===== config.mk =====
export PLATFORM = sky130hd
export DESIGN_NAME = universal_serial_shift_core
export DESIGN_NICKNAME = d
export VERILOG_FILES = /design/src/hw/serial_shift_pkg.sv /design/src/hw/universal_serial_shift_core.sv
export VERILOG_INCLUDE_DIRS = /design/src /design/src/hw
export SDC_FILE = /design/constraint.sdc
export NUM_CORES = 1
export LEC_CHECK = 0
export BUFFER_PORTS_ARGS = -buffer_cell sky130_fd_sc_hd__buf_2
export CAP_MARGIN = 20
export CORE_ASPECT_RATIO = 1.5
export CORE_UTILIZATION = 45
export DETAILED_ROUTE_END_ITERATION = 7
export PLACE_DENSITY = 0.74
export SLEW_MARGIN = 40
export SYNTH_ARGS = -nofsm -noshare
export SYNTH_HDL_FRONTEND = slang
export SYNTH_SLANG_ARGS = --single-unit

===== constraint.sdc =====
create_clock -name CLK_IN -period 1.96 [get_ports CLK_IN]
set_input_delay 0.098 -clock CLK_IN [delete_from_list [all_inputs] [get_ports CLK_IN]]
set_output_delay 0.098 -clock CLK_IN [all_outputs]
set_load 0.01 [all_outputs]

===== src/hw/serial_shift_defs.svh =====
`ifndef SERIAL_SHIFT_DEFS_SVH
`define SERIAL_SHIFT_DEFS_SVH

// register indices (byte address is four times the index)
`define SER_IDX_CONTROL    8'h0D
`define SER_IDX_STATUS     8'h0E
`define SER_IDX_DATA       8'h0F
`define SER_IDX_BUFFER     8'h10

// control field positions
`define CTL_START_IE_BIT   7
`define CTL_WRAP_IE_BIT    6
`define CTL_LINE_HI_BIT    5
`define CTL_LINE_LO_BIT    4
`define CTL_CLKSEL_HI_BIT  3
`define CTL_CLKSEL_LO_BIT  2
`define CTL_CLK_STROBE_BIT 1
`define CTL_TOGGLE_BIT     0

// status field positions
`define STS_START_BIT      7
`define STS_WRAP_BIT       6
`define STS_STOP_BIT       5
`define STS_MISMATCH_BIT   4
`define STS_COUNT_HI_BIT   3
`define STS_COUNT_LO_BIT   0

// reset values and counter maximum
`define SER_CONTROL_RST    8'h00
`define SER_DATA_RST       8'h00
`define SER_BUFFER_RST     8'h00
`define SER_COUNT_RST      4'h0
`define SER_COUNT_MAX      4'hF

`endif


===== src/hw/serial_shift_pkg.sv =====
package serial_shift_pkg;

  // wire-mode choices of the line configuration field
  typedef enum logic [1:0] {
    LINE_OFF,
    LINE_THREE_WIRE,
    LINE_TWO_WIRE,
    LINE_TWO_WIRE_HOLD
  } line_mode_e;

  // clock source choices
  typedef enum logic [1:0] {
    SRC_SOFTWARE,
    SRC_TIMER0,
    SRC_EXT_RISE,
    SRC_EXT_FALL
  } clk_src_e;

  // one pin driver: level driven and output enable
  typedef struct packed {
    logic level;
    logic oe;
  } pin_drive_s;

  // stored control register
  typedef struct packed {
    logic       start_irq_enable;
    logic       wrap_irq_enable;
    line_mode_e line_config_field;
    clk_src_e   shift_clock_select;
    logic       clock_strobe_bit;
  } control_s;

endpackage


===== src/hw/universal_serial_shift_core.sv =====
// Added by the designer: the APB register port.
`timescale 1ns/10ps
`include "serial_shift_defs.svh"

module universal_serial_shift_core
(
  input  wire logic                        CLK_IN,
  input  wire logic                        RST_N_IN,
  // apb slave
  input  wire logic                        PSEL_IN,
  input  wire logic                        PENABLE_IN,
  input  wire logic                        PWRITE_IN,
  input  wire logic [7:0]                  PADDR_IN,
  input  wire logic [31:0]                 PWDATA_IN,
  output logic      [31:0]                 PRDATA_OUT,
  output logic                             PREADY_OUT,
  output logic                             PSLVERR_OUT,
  // serial pins (asynchronous)
  input  wire logic                        SERIAL_IN_PIN_IN,
  input  wire logic                        SHIFT_CLOCK_PIN_IN,
  // port state and system inputs, same clock
  input  wire logic                        PORT_DIR_DATA_IN,
  input  wire logic                        PORT_DIR_CLOCK_IN,
  input  wire logic                        PORT_OUT_DATA_IN,
  input  wire logic                        PORT_OUT_CLOCK_IN,
  input  wire logic                        TIMER0_MATCH_IN,
  input  wire logic                        GLOBAL_IRQ_EN_IN,
  // pin drivers
  output serial_shift_pkg::pin_drive_s     DATA_DRIVE_OUT,
  output serial_shift_pkg::pin_drive_s     CLOCK_DRIVE_OUT,
  output logic                             PIN_TOGGLE_OUT,
  // interrupts and wake
  output logic                             START_IRQ_OUT,
  output logic                             WRAP_IRQ_OUT,
  output logic                             WAKE_ANY_SLEEP_OUT,
  output logic                             WAKE_IDLE_OUT
);
  import serial_shift_pkg::*;

  ////////////////////////////////////////////////////////////////////////////
  // registers

  control_s   ctl_r;
  logic [7:0] data_r;
  logic [7:0] buf_r;
  logic [3:0] cnt_r;
  logic       start_flag_r;
  logic       wrap_flag_r;
  logic       stop_flag_r;
  logic       latch_r;
  logic       start_hold_r;
  logic [31:0] prdata_r;
  logic       scl_m_r;
  logic       scl_s_r;
  logic       scl_d_r;
  logic       sda_m_r;
  logic       sda_s_r;
  logic       sda_d_r;

  ////////////////////////////////////////////////////////////////////////////
  // bus decode

  wire        setup_rd   = PSEL_IN & ~PENABLE_IN & ~PWRITE_IN;
  wire        wr_access  = PSEL_IN & PENABLE_IN & PWRITE_IN;
  wire [7:0]  reg_idx    = {2'b00, PADDR_IN[7:2]};
  wire        hit_ctl    = (reg_idx == `SER_IDX_CONTROL);
  wire        hit_sts    = (reg_idx == `SER_IDX_STATUS);
  wire        hit_data   = (reg_idx == `SER_IDX_DATA);
  wire        hit_buf    = (reg_idx == `SER_IDX_BUFFER);
  wire        mapped     = (hit_ctl | hit_sts | hit_data | hit_buf) & (PADDR_IN[1:0] == 2'b00);
  wire        wr_ctl     = wr_access & mapped & hit_ctl;
  wire        wr_sts     = wr_access & mapped & hit_sts;
  wire        wr_data    = wr_access & mapped & hit_data;
  wire [7:0]  wbyte      = PWDATA_IN[7:0];

  // zero-wait slave, error on unmapped address
  assign PREADY_OUT  = 1'b1;
  assign PSLVERR_OUT = PSEL_IN & PENABLE_IN & ~mapped;
  assign PRDATA_OUT  = prdata_r;

  ////////////////////////////////////////////////////////////////////////////
  // pin synchronisers, edges read from second stage onward only

  wire scl_rise = scl_s_r & ~scl_d_r;
  wire scl_fall = ~scl_s_r & scl_d_r;
  wire scl_edge = scl_rise | scl_fall;
  wire sda_rise = sda_s_r & ~sda_d_r;
  wire sda_fall = ~sda_s_r & sda_d_r;

  always_ff @(posedge CLK_IN or negedge RST_N_IN)
  begin
    if (!RST_N_IN)
    begin
      scl_m_r <= 1'b1;
      scl_s_r <= 1'b1;
      scl_d_r <= 1'b1;
      sda_m_r <= 1'b1;
      sda_s_r <= 1'b1;
      sda_d_r <= 1'b1;
    end
    else
    begin
      scl_m_r <= SHIFT_CLOCK_PIN_IN;
      scl_s_r <= scl_m_r;
      scl_d_r <= scl_s_r;
      sda_m_r <= SERIAL_IN_PIN_IN;
      sda_s_r <= sda_m_r;
      sda_d_r <= sda_s_r;
    end
  end

  ////////////////////////////////////////////////////////////////////////////
  // mode decode

  wire two_wire   = ctl_r.line_config_field[1];
  wire wire_off   = (ctl_r.line_config_field == LINE_OFF);
  wire ext_src    = ctl_r.shift_clock_select[1];
  wire ext_fall   = (ctl_r.shift_clock_select == SRC_EXT_FALL);
  wire strobe_clk = wr_ctl & wbyte[`CTL_CLK_STROBE_BIT];
  wire toggle_wr  = wr_ctl & wbyte[`CTL_TOGGLE_BIT];
  wire strobe_sel = ctl_r.clock_strobe_bit;

  // toggle strobe goes to the port output logic for the clock pin
  assign PIN_TOGGLE_OUT = toggle_wr;

  ////////////////////////////////////////////////////////////////////////////
  // shift and count clocks

  // pin edges used in every wire mode
  wire ext_shift_edge = ext_fall ? scl_fall : scl_rise;
  wire shift_clk =
    (ctl_r.shift_clock_select == SRC_SOFTWARE) ? strobe_clk :
    (ctl_r.shift_clock_select == SRC_TIMER0)   ? TIMER0_MATCH_IN :
    strobe_sel                                 ? toggle_wr : ext_shift_edge;

  wire count_clk =
    (ctl_r.shift_clock_select == SRC_SOFTWARE) ? (strobe_clk | toggle_wr) :
    (ctl_r.shift_clock_select == SRC_TIMER0)   ? TIMER0_MATCH_IN :
    strobe_sel                                 ? toggle_wr : scl_edge;

  // wrap from F on next clock
  wire        wrap_evt  = count_clk & (cnt_r == `SER_COUNT_MAX);
  wire [7:0]  shifted   = {data_r[6:0], sda_s_r};

  wire [7:0]  data_nxt  = wr_data ? wbyte : (shift_clk ? shifted : data_r);
  wire [3:0]  cnt_nxt   = wr_sts ? wbyte[`STS_COUNT_HI_BIT:`STS_COUNT_LO_BIT] :
                          (count_clk ? cnt_r + 4'h1 : cnt_r);

  ////////////////////////////////////////////////////////////////////////////
  // flag events

  // no start detector outside the two-wire modes... edge mode instead
  wire start_evt = two_wire ? (sda_fall & scl_s_r) : scl_edge;
  wire stop_evt  = two_wire & sda_rise & scl_s_r;

  wire clr_start = wr_sts & wbyte[`STS_START_BIT];
  wire clr_wrap  = wr_sts & wbyte[`STS_WRAP_BIT];
  wire clr_stop  = wr_sts & wbyte[`STS_STOP_BIT];

  wire start_flag_nxt = start_evt | (start_flag_r & ~clr_start);
  wire wrap_flag_nxt  = wrap_evt | (wrap_flag_r & ~clr_wrap);
  wire stop_flag_nxt  = stop_evt | (stop_flag_r & ~clr_stop);

  // start hold begins when the clock falls after a start, ends with the flag
  wire start_hold_nxt = two_wire & start_flag_nxt & (start_hold_r | scl_fall);

  ////////////////////////////////////////////////////////////////////////////
  // output latch

  // open in first half of external period, always for internal
  wire latch_open = ~ext_src | (scl_s_r == ext_fall);

  ////////////////////////////////////////////////////////////////////////////
  // control register and strobes

  wire clk_sel_wr = wbyte[`CTL_CLKSEL_HI_BIT];
  control_s ctl_nxt;
  assign ctl_nxt = wr_ctl ?
    control_s'{start_irq_enable:   wbyte[`CTL_START_IE_BIT],
               wrap_irq_enable:    wbyte[`CTL_WRAP_IE_BIT],
               line_config_field:  line_mode_e'(wbyte[`CTL_LINE_HI_BIT:`CTL_LINE_LO_BIT]),
               shift_clock_select: clk_src_e'(wbyte[`CTL_CLKSEL_HI_BIT:`CTL_CLKSEL_LO_BIT]),
               clock_strobe_bit:   clk_sel_wr & wbyte[`CTL_CLK_STROBE_BIT]} :
    ctl_r;

  always_ff @(posedge CLK_IN or negedge RST_N_IN)
  begin
    if (!RST_N_IN)
      ctl_r <= control_s'(7'(`SER_CONTROL_RST));
    else
      ctl_r <= ctl_nxt;
  end

  ////////////////////////////////////////////////////////////////////////////
  // data, counter and buffer

  always_ff @(posedge CLK_IN or negedge RST_N_IN)
  begin
    if (!RST_N_IN)
    begin
      data_r <= `SER_DATA_RST;
      cnt_r  <= `SER_COUNT_RST;
      buf_r  <= `SER_BUFFER_RST;
    end
    else
    begin
      data_r <= data_nxt;
      cnt_r  <= cnt_nxt;
      if (wrap_evt)
        buf_r <= data_nxt;
    end
  end

  ////////////////////////////////////////////////////////////////////////////
  // flags, hold and latch

  always_ff @(posedge CLK_IN or negedge RST_N_IN)
  begin
    if (!RST_N_IN)
    begin
      start_flag_r <= 1'b0;
      wrap_flag_r  <= 1'b0;
      stop_flag_r  <= 1'b0;
      start_hold_r <= 1'b0;
      latch_r      <= 1'b1;
    end
    else
    begin
      start_flag_r <= start_flag_nxt;
      wrap_flag_r  <= wrap_flag_nxt;
      stop_flag_r  <= stop_flag_nxt;
      start_hold_r <= start_hold_nxt;
      if (latch_open)
        latch_r <= data_r[7];
    end
  end

  ////////////////////////////////////////////////////////////////////////////
  // pin drivers

  // overflow hold only in mode 11
  wire wrap_hold  = (ctl_r.line_config_field == LINE_TWO_WIRE_HOLD) & wrap_flag_r;
  wire clock_hold = two_wire & (start_hold_r | wrap_hold);

  // three-wire drives latch level, two-wire pulls low only
  assign DATA_DRIVE_OUT.level = two_wire ? 1'b0 : latch_r;
  assign DATA_DRIVE_OUT.oe    = PORT_DIR_DATA_IN & ~wire_off &
                                (~two_wire | ~latch_r | ~PORT_OUT_DATA_IN);
  // clock pin: open-drain low by port bit or hold in two-wire
  assign CLOCK_DRIVE_OUT.level = 1'b0;
  assign CLOCK_DRIVE_OUT.oe    = PORT_DIR_CLOCK_IN & two_wire &
                                 (clock_hold | ~PORT_OUT_CLOCK_IN);

  ////////////////////////////////////////////////////////////////////////////
  // interrupts and wake

  // pending flag fires as soon as enabled
  assign START_IRQ_OUT      = start_flag_r & ctl_r.start_irq_enable & GLOBAL_IRQ_EN_IN;
  assign WRAP_IRQ_OUT       = wrap_flag_r & ctl_r.wrap_irq_enable & GLOBAL_IRQ_EN_IN;
  assign WAKE_ANY_SLEEP_OUT = start_flag_r & ctl_r.start_irq_enable;
  assign WAKE_IDLE_OUT      = wrap_flag_r & ctl_r.wrap_irq_enable;

  ////////////////////////////////////////////////////////////////////////////
  // read data, captured in the setup cycle

  // mismatch between bit 7 and pin
  wire       mismatch = data_r[7] ^ sda_s_r;
  wire [7:0] sts_rd   = {start_flag_r, wrap_flag_r, stop_flag_r, mismatch, cnt_r};
  wire [7:0] ctl_rd   = {ctl_r.start_irq_enable, ctl_r.wrap_irq_enable,
                         ctl_r.line_config_field, ctl_r.shift_clock_select,
                         ctl_r.clock_strobe_bit, 1'b0};
  // buffer read has no side effect, same as data read
  wire [7:0] rd_byte  = ~mapped  ? 8'h00 :
                        hit_ctl  ? ctl_rd :
                        hit_sts  ? sts_rd :
                        hit_data ? data_r : buf_r;

  always_ff @(posedge CLK_IN or negedge RST_N_IN)
  begin
    if (!RST_N_IN)
      prdata_r <= 32'h0000_0000;
    else if (setup_rd)
      prdata_r <= {24'h00_0000, rd_byte};
  end

endmodule


==> metrics.cfg <==
[placed_design]
place_area_um2 = 3130
gp_congestion = 0.922
dpl.hpwl_um = 4680
portBuffers = 45
dp_cells = 414

[synthesis]
synth_top_area_share_pct = 35.6
synth_fa_ha_area_share_pct = 1.37
synth_edf_count = 0
synth_ff_type = dfrtp_1
synth_area_leaders = dfrtp_1, buf_4, dfstp_2
ys_seq_area_share_pct = 42.3
muxShareOfSynthArea_pct = 10.9
async_flop_share_pct = 100
postSynthAreaPerCell_um2 = 9.73
ys_ff_latch = 46
synth_compound_area_share_pct = 14.2
synth.cell_area_um2 = 2750
yosysTopAreaCell = dfrtp_1
synth_xor_area_share_pct = 1.60
yosysUniqueCellTypes = 53
synth_top_family_by_area = simple AND/OR/NAND/NOR gates
ys_warn_count = 0
synth-simple-area-share_pct = 18.7
syn_inst = 282

[final_layout]
final_cell_mix = buf_2, dfrtp_1, buf_4
final_cells = 428
fin_nets = 411
layout_commonest_cell = buf_2
antennaDiodeCount = 0
syn2layout_area_growth_pct = 23.0
drive_gt1_share_pct = 36.5
fin_area_um2 = 3380

[routing]
vias = 2290
drtIter0Drc = 49
wl_per_cell_um = 14.8
drc = 0
vias_per_cell = 5.35
routed_wirelength_um = 6340
detail-route-antenna-nets = 0
drtPass1Iterations = 4

[sta]
fin_crit_ns = 1.99
rsz0062_at_grt = true
fin_crit_sh_pct = 101
slew_violations = 0
hold_viol_final = 0
setup_slack_ns = -0.0252
setup_viol = 8
finClkSkew_ns = 0.00432
fmax_mhz = 504

[min_path]
hold_class = in2reg

[worst_setup_path]
critPathArrivalTime_ns = 2.18
worstPathMaxFanout = 5
startpoint_type = flop
cp.required_ns = 2.15
worst-setup-path-type = reg2reg
crit_path_end_kind = flop

[cts]
cts_buffers = 5
clk_pin_slew_ns = 0.08
cts_tree = yes
clk_latency_ns = 0.30
htreeDepth = 2
cts_sinks = 46
ctsRootBufferMaster = clkbuf_8
clockBufferDepth = 2

[grt]
grt_start_max_net_pins = 47
grt_usage_pct = 20.8
grt_pass1_vias = 2225
overflow = 0
grt_pass1_wl_um = 10300
antenna_found_initial = 0

[floorplan]
initial_core_util_pct = 47.1
core_um2 = 5830
die_x_um = 65.8
die-area_um2 = 6420
io_pins = 96
die_h_um = 97.7
rows = 34

[outcome]
violations = negative setup slack
status = finished with violations

[job]
max_cap_violations = 0

[power]
ir_drop_uv = 551
p_leak_nw = 1.66
p_per_area_nw_per_um2 = 589

==> registers in the layout, summed over array words and instances, names as in the netlist <==
register      flops
PRDATA_OUT        8
buf_r             8
cnt_r             4
ctl_r             6
data_r            8
latch_r           1
scl_d_r           1
scl_m_r           1
scl_s_r           1
sda_d_r           1
sda_m_r           1
sda_s_r           1
start_flag_r      1
start_hold_r      1
stop_flag_r       1
strobe_sel        1
wrap_flag_r       1
==> Yosys cell counts, types with 4 or more instances <==
master and number:
o31ai_1 4, a31oi_1 11, mux2i_1 12, mux2_2 16
nand3_1 17, dfrtp_1 39, buf_4 28, o21ai_0 22
clkbuf_1 6, nor2_1 17, and3_1 5, o221ai_1 4
a21oi_1 10, dfstp_2 7, nand2_1 21, inv_1 4
==> critical path, cell delays in order, from the launching register on <==
cell and delay, ns:
dfstp_2 0.54, inv_2 0.04, ha_4 0.26, o21ai_2 0.04, or2_1 0.24, and2_4 0.14, and4_4 0.16, buf_8 0.14
mux2_4 0.30
==> layer usage <==
metal  GRT usage (%)  routed length, µm  vias up
met1            23.7               2500     1094
li1                -                  -     1105
met2            37.0               3400       74
met5               0                  0        -
met3            3.52                243       17
met4            8.36                190        0
==> cells by family after synthesis <==
family                   count (synthesis)
AND/OR/NAND/NOR                         92
AO/OA/AOI/OAI                           61
buffers and inverters                   45
multiplexers                            28
XOR/XNOR                                 5
flip-flops                              46
adder cells (fa/ha/maj)                  3
other                                    2
==> cell type report <==
class / count / area [µm²]
flip-flops and latches: 46 / 1160
repair buffers: 83 / 546
clock buffers: 6 / 72.6
well taps: 72 / 90.1
multi-input cells: 215 / 1460
clock inverters: 2 / 37.5
fillers: 507 / 2450
inverters: 4 / 15.0
==> metrics by stage <==
step | power, mW | worst slack, ns | hold WS [ns] | TNS (ns) | utilization (%)
global placement | 1.27 | -0.0958 | 0.0939 | -0.815 | 53.7
finish | 1.99 | -0.0252 | 0.0615 | -0.123 | 57.9
global route | 2.08 | -0.103 | 0.0555 | -0.793 | 57.9
detailed placement | 1.29 | -0.139 | 0.0950 | -1.08 | 53.7
floorplan | 1.20 | -0.0379 | -0.198 | -0.303 | -
CTS | 2.00 | 0.00444 | 0.0516 | 0 | 56.9
==> final timing paths <==
kind / start / end / slack (ns) / cells after the start
worst max-delay path: scl_s_r / buf_r[0] / -0.03 / 8
worst min-delay path: PWDATA_IN[4] / ctl_r[3] / 0.06 / 2
worst max register to register: scl_s_r / buf_r[0] / -0.03 / 8
worst min register to register: scl_m_r / scl_s_r / 0.36 / 0
max in group asynchronous: RST_N_IN / sda_d_r / 1.37 / 3
min in group asynchronous: RST_N_IN / strobe_sel / 0.30 / 3
==> power breakdown <==
| group | switching [mW] | leakage (nW) | total, mW | internal [mW] |
|---|---|---|---|---|
| Sequential | 0.0401 | 0.610 | 1.03 | 0.990 |
| Combinational | 0.143 | 0.994 | 0.255 | 0.112 |
| Clock | 0.324 | 0.0514 | 0.704 | 0.381 |
| Total | 0.507 | 1.66 | 1.99 | 1.48 |
==> what timing repair did <==
item,CTS,global route
cloned,1,0
setup endpoints to repair,12,10
resized for setup,9,14
endpoints found under the hold margin,41,0
hold buffers,3,0
pin swaps,1,1
buffers inserted,1,1
(Power assumes the default switching activity.)
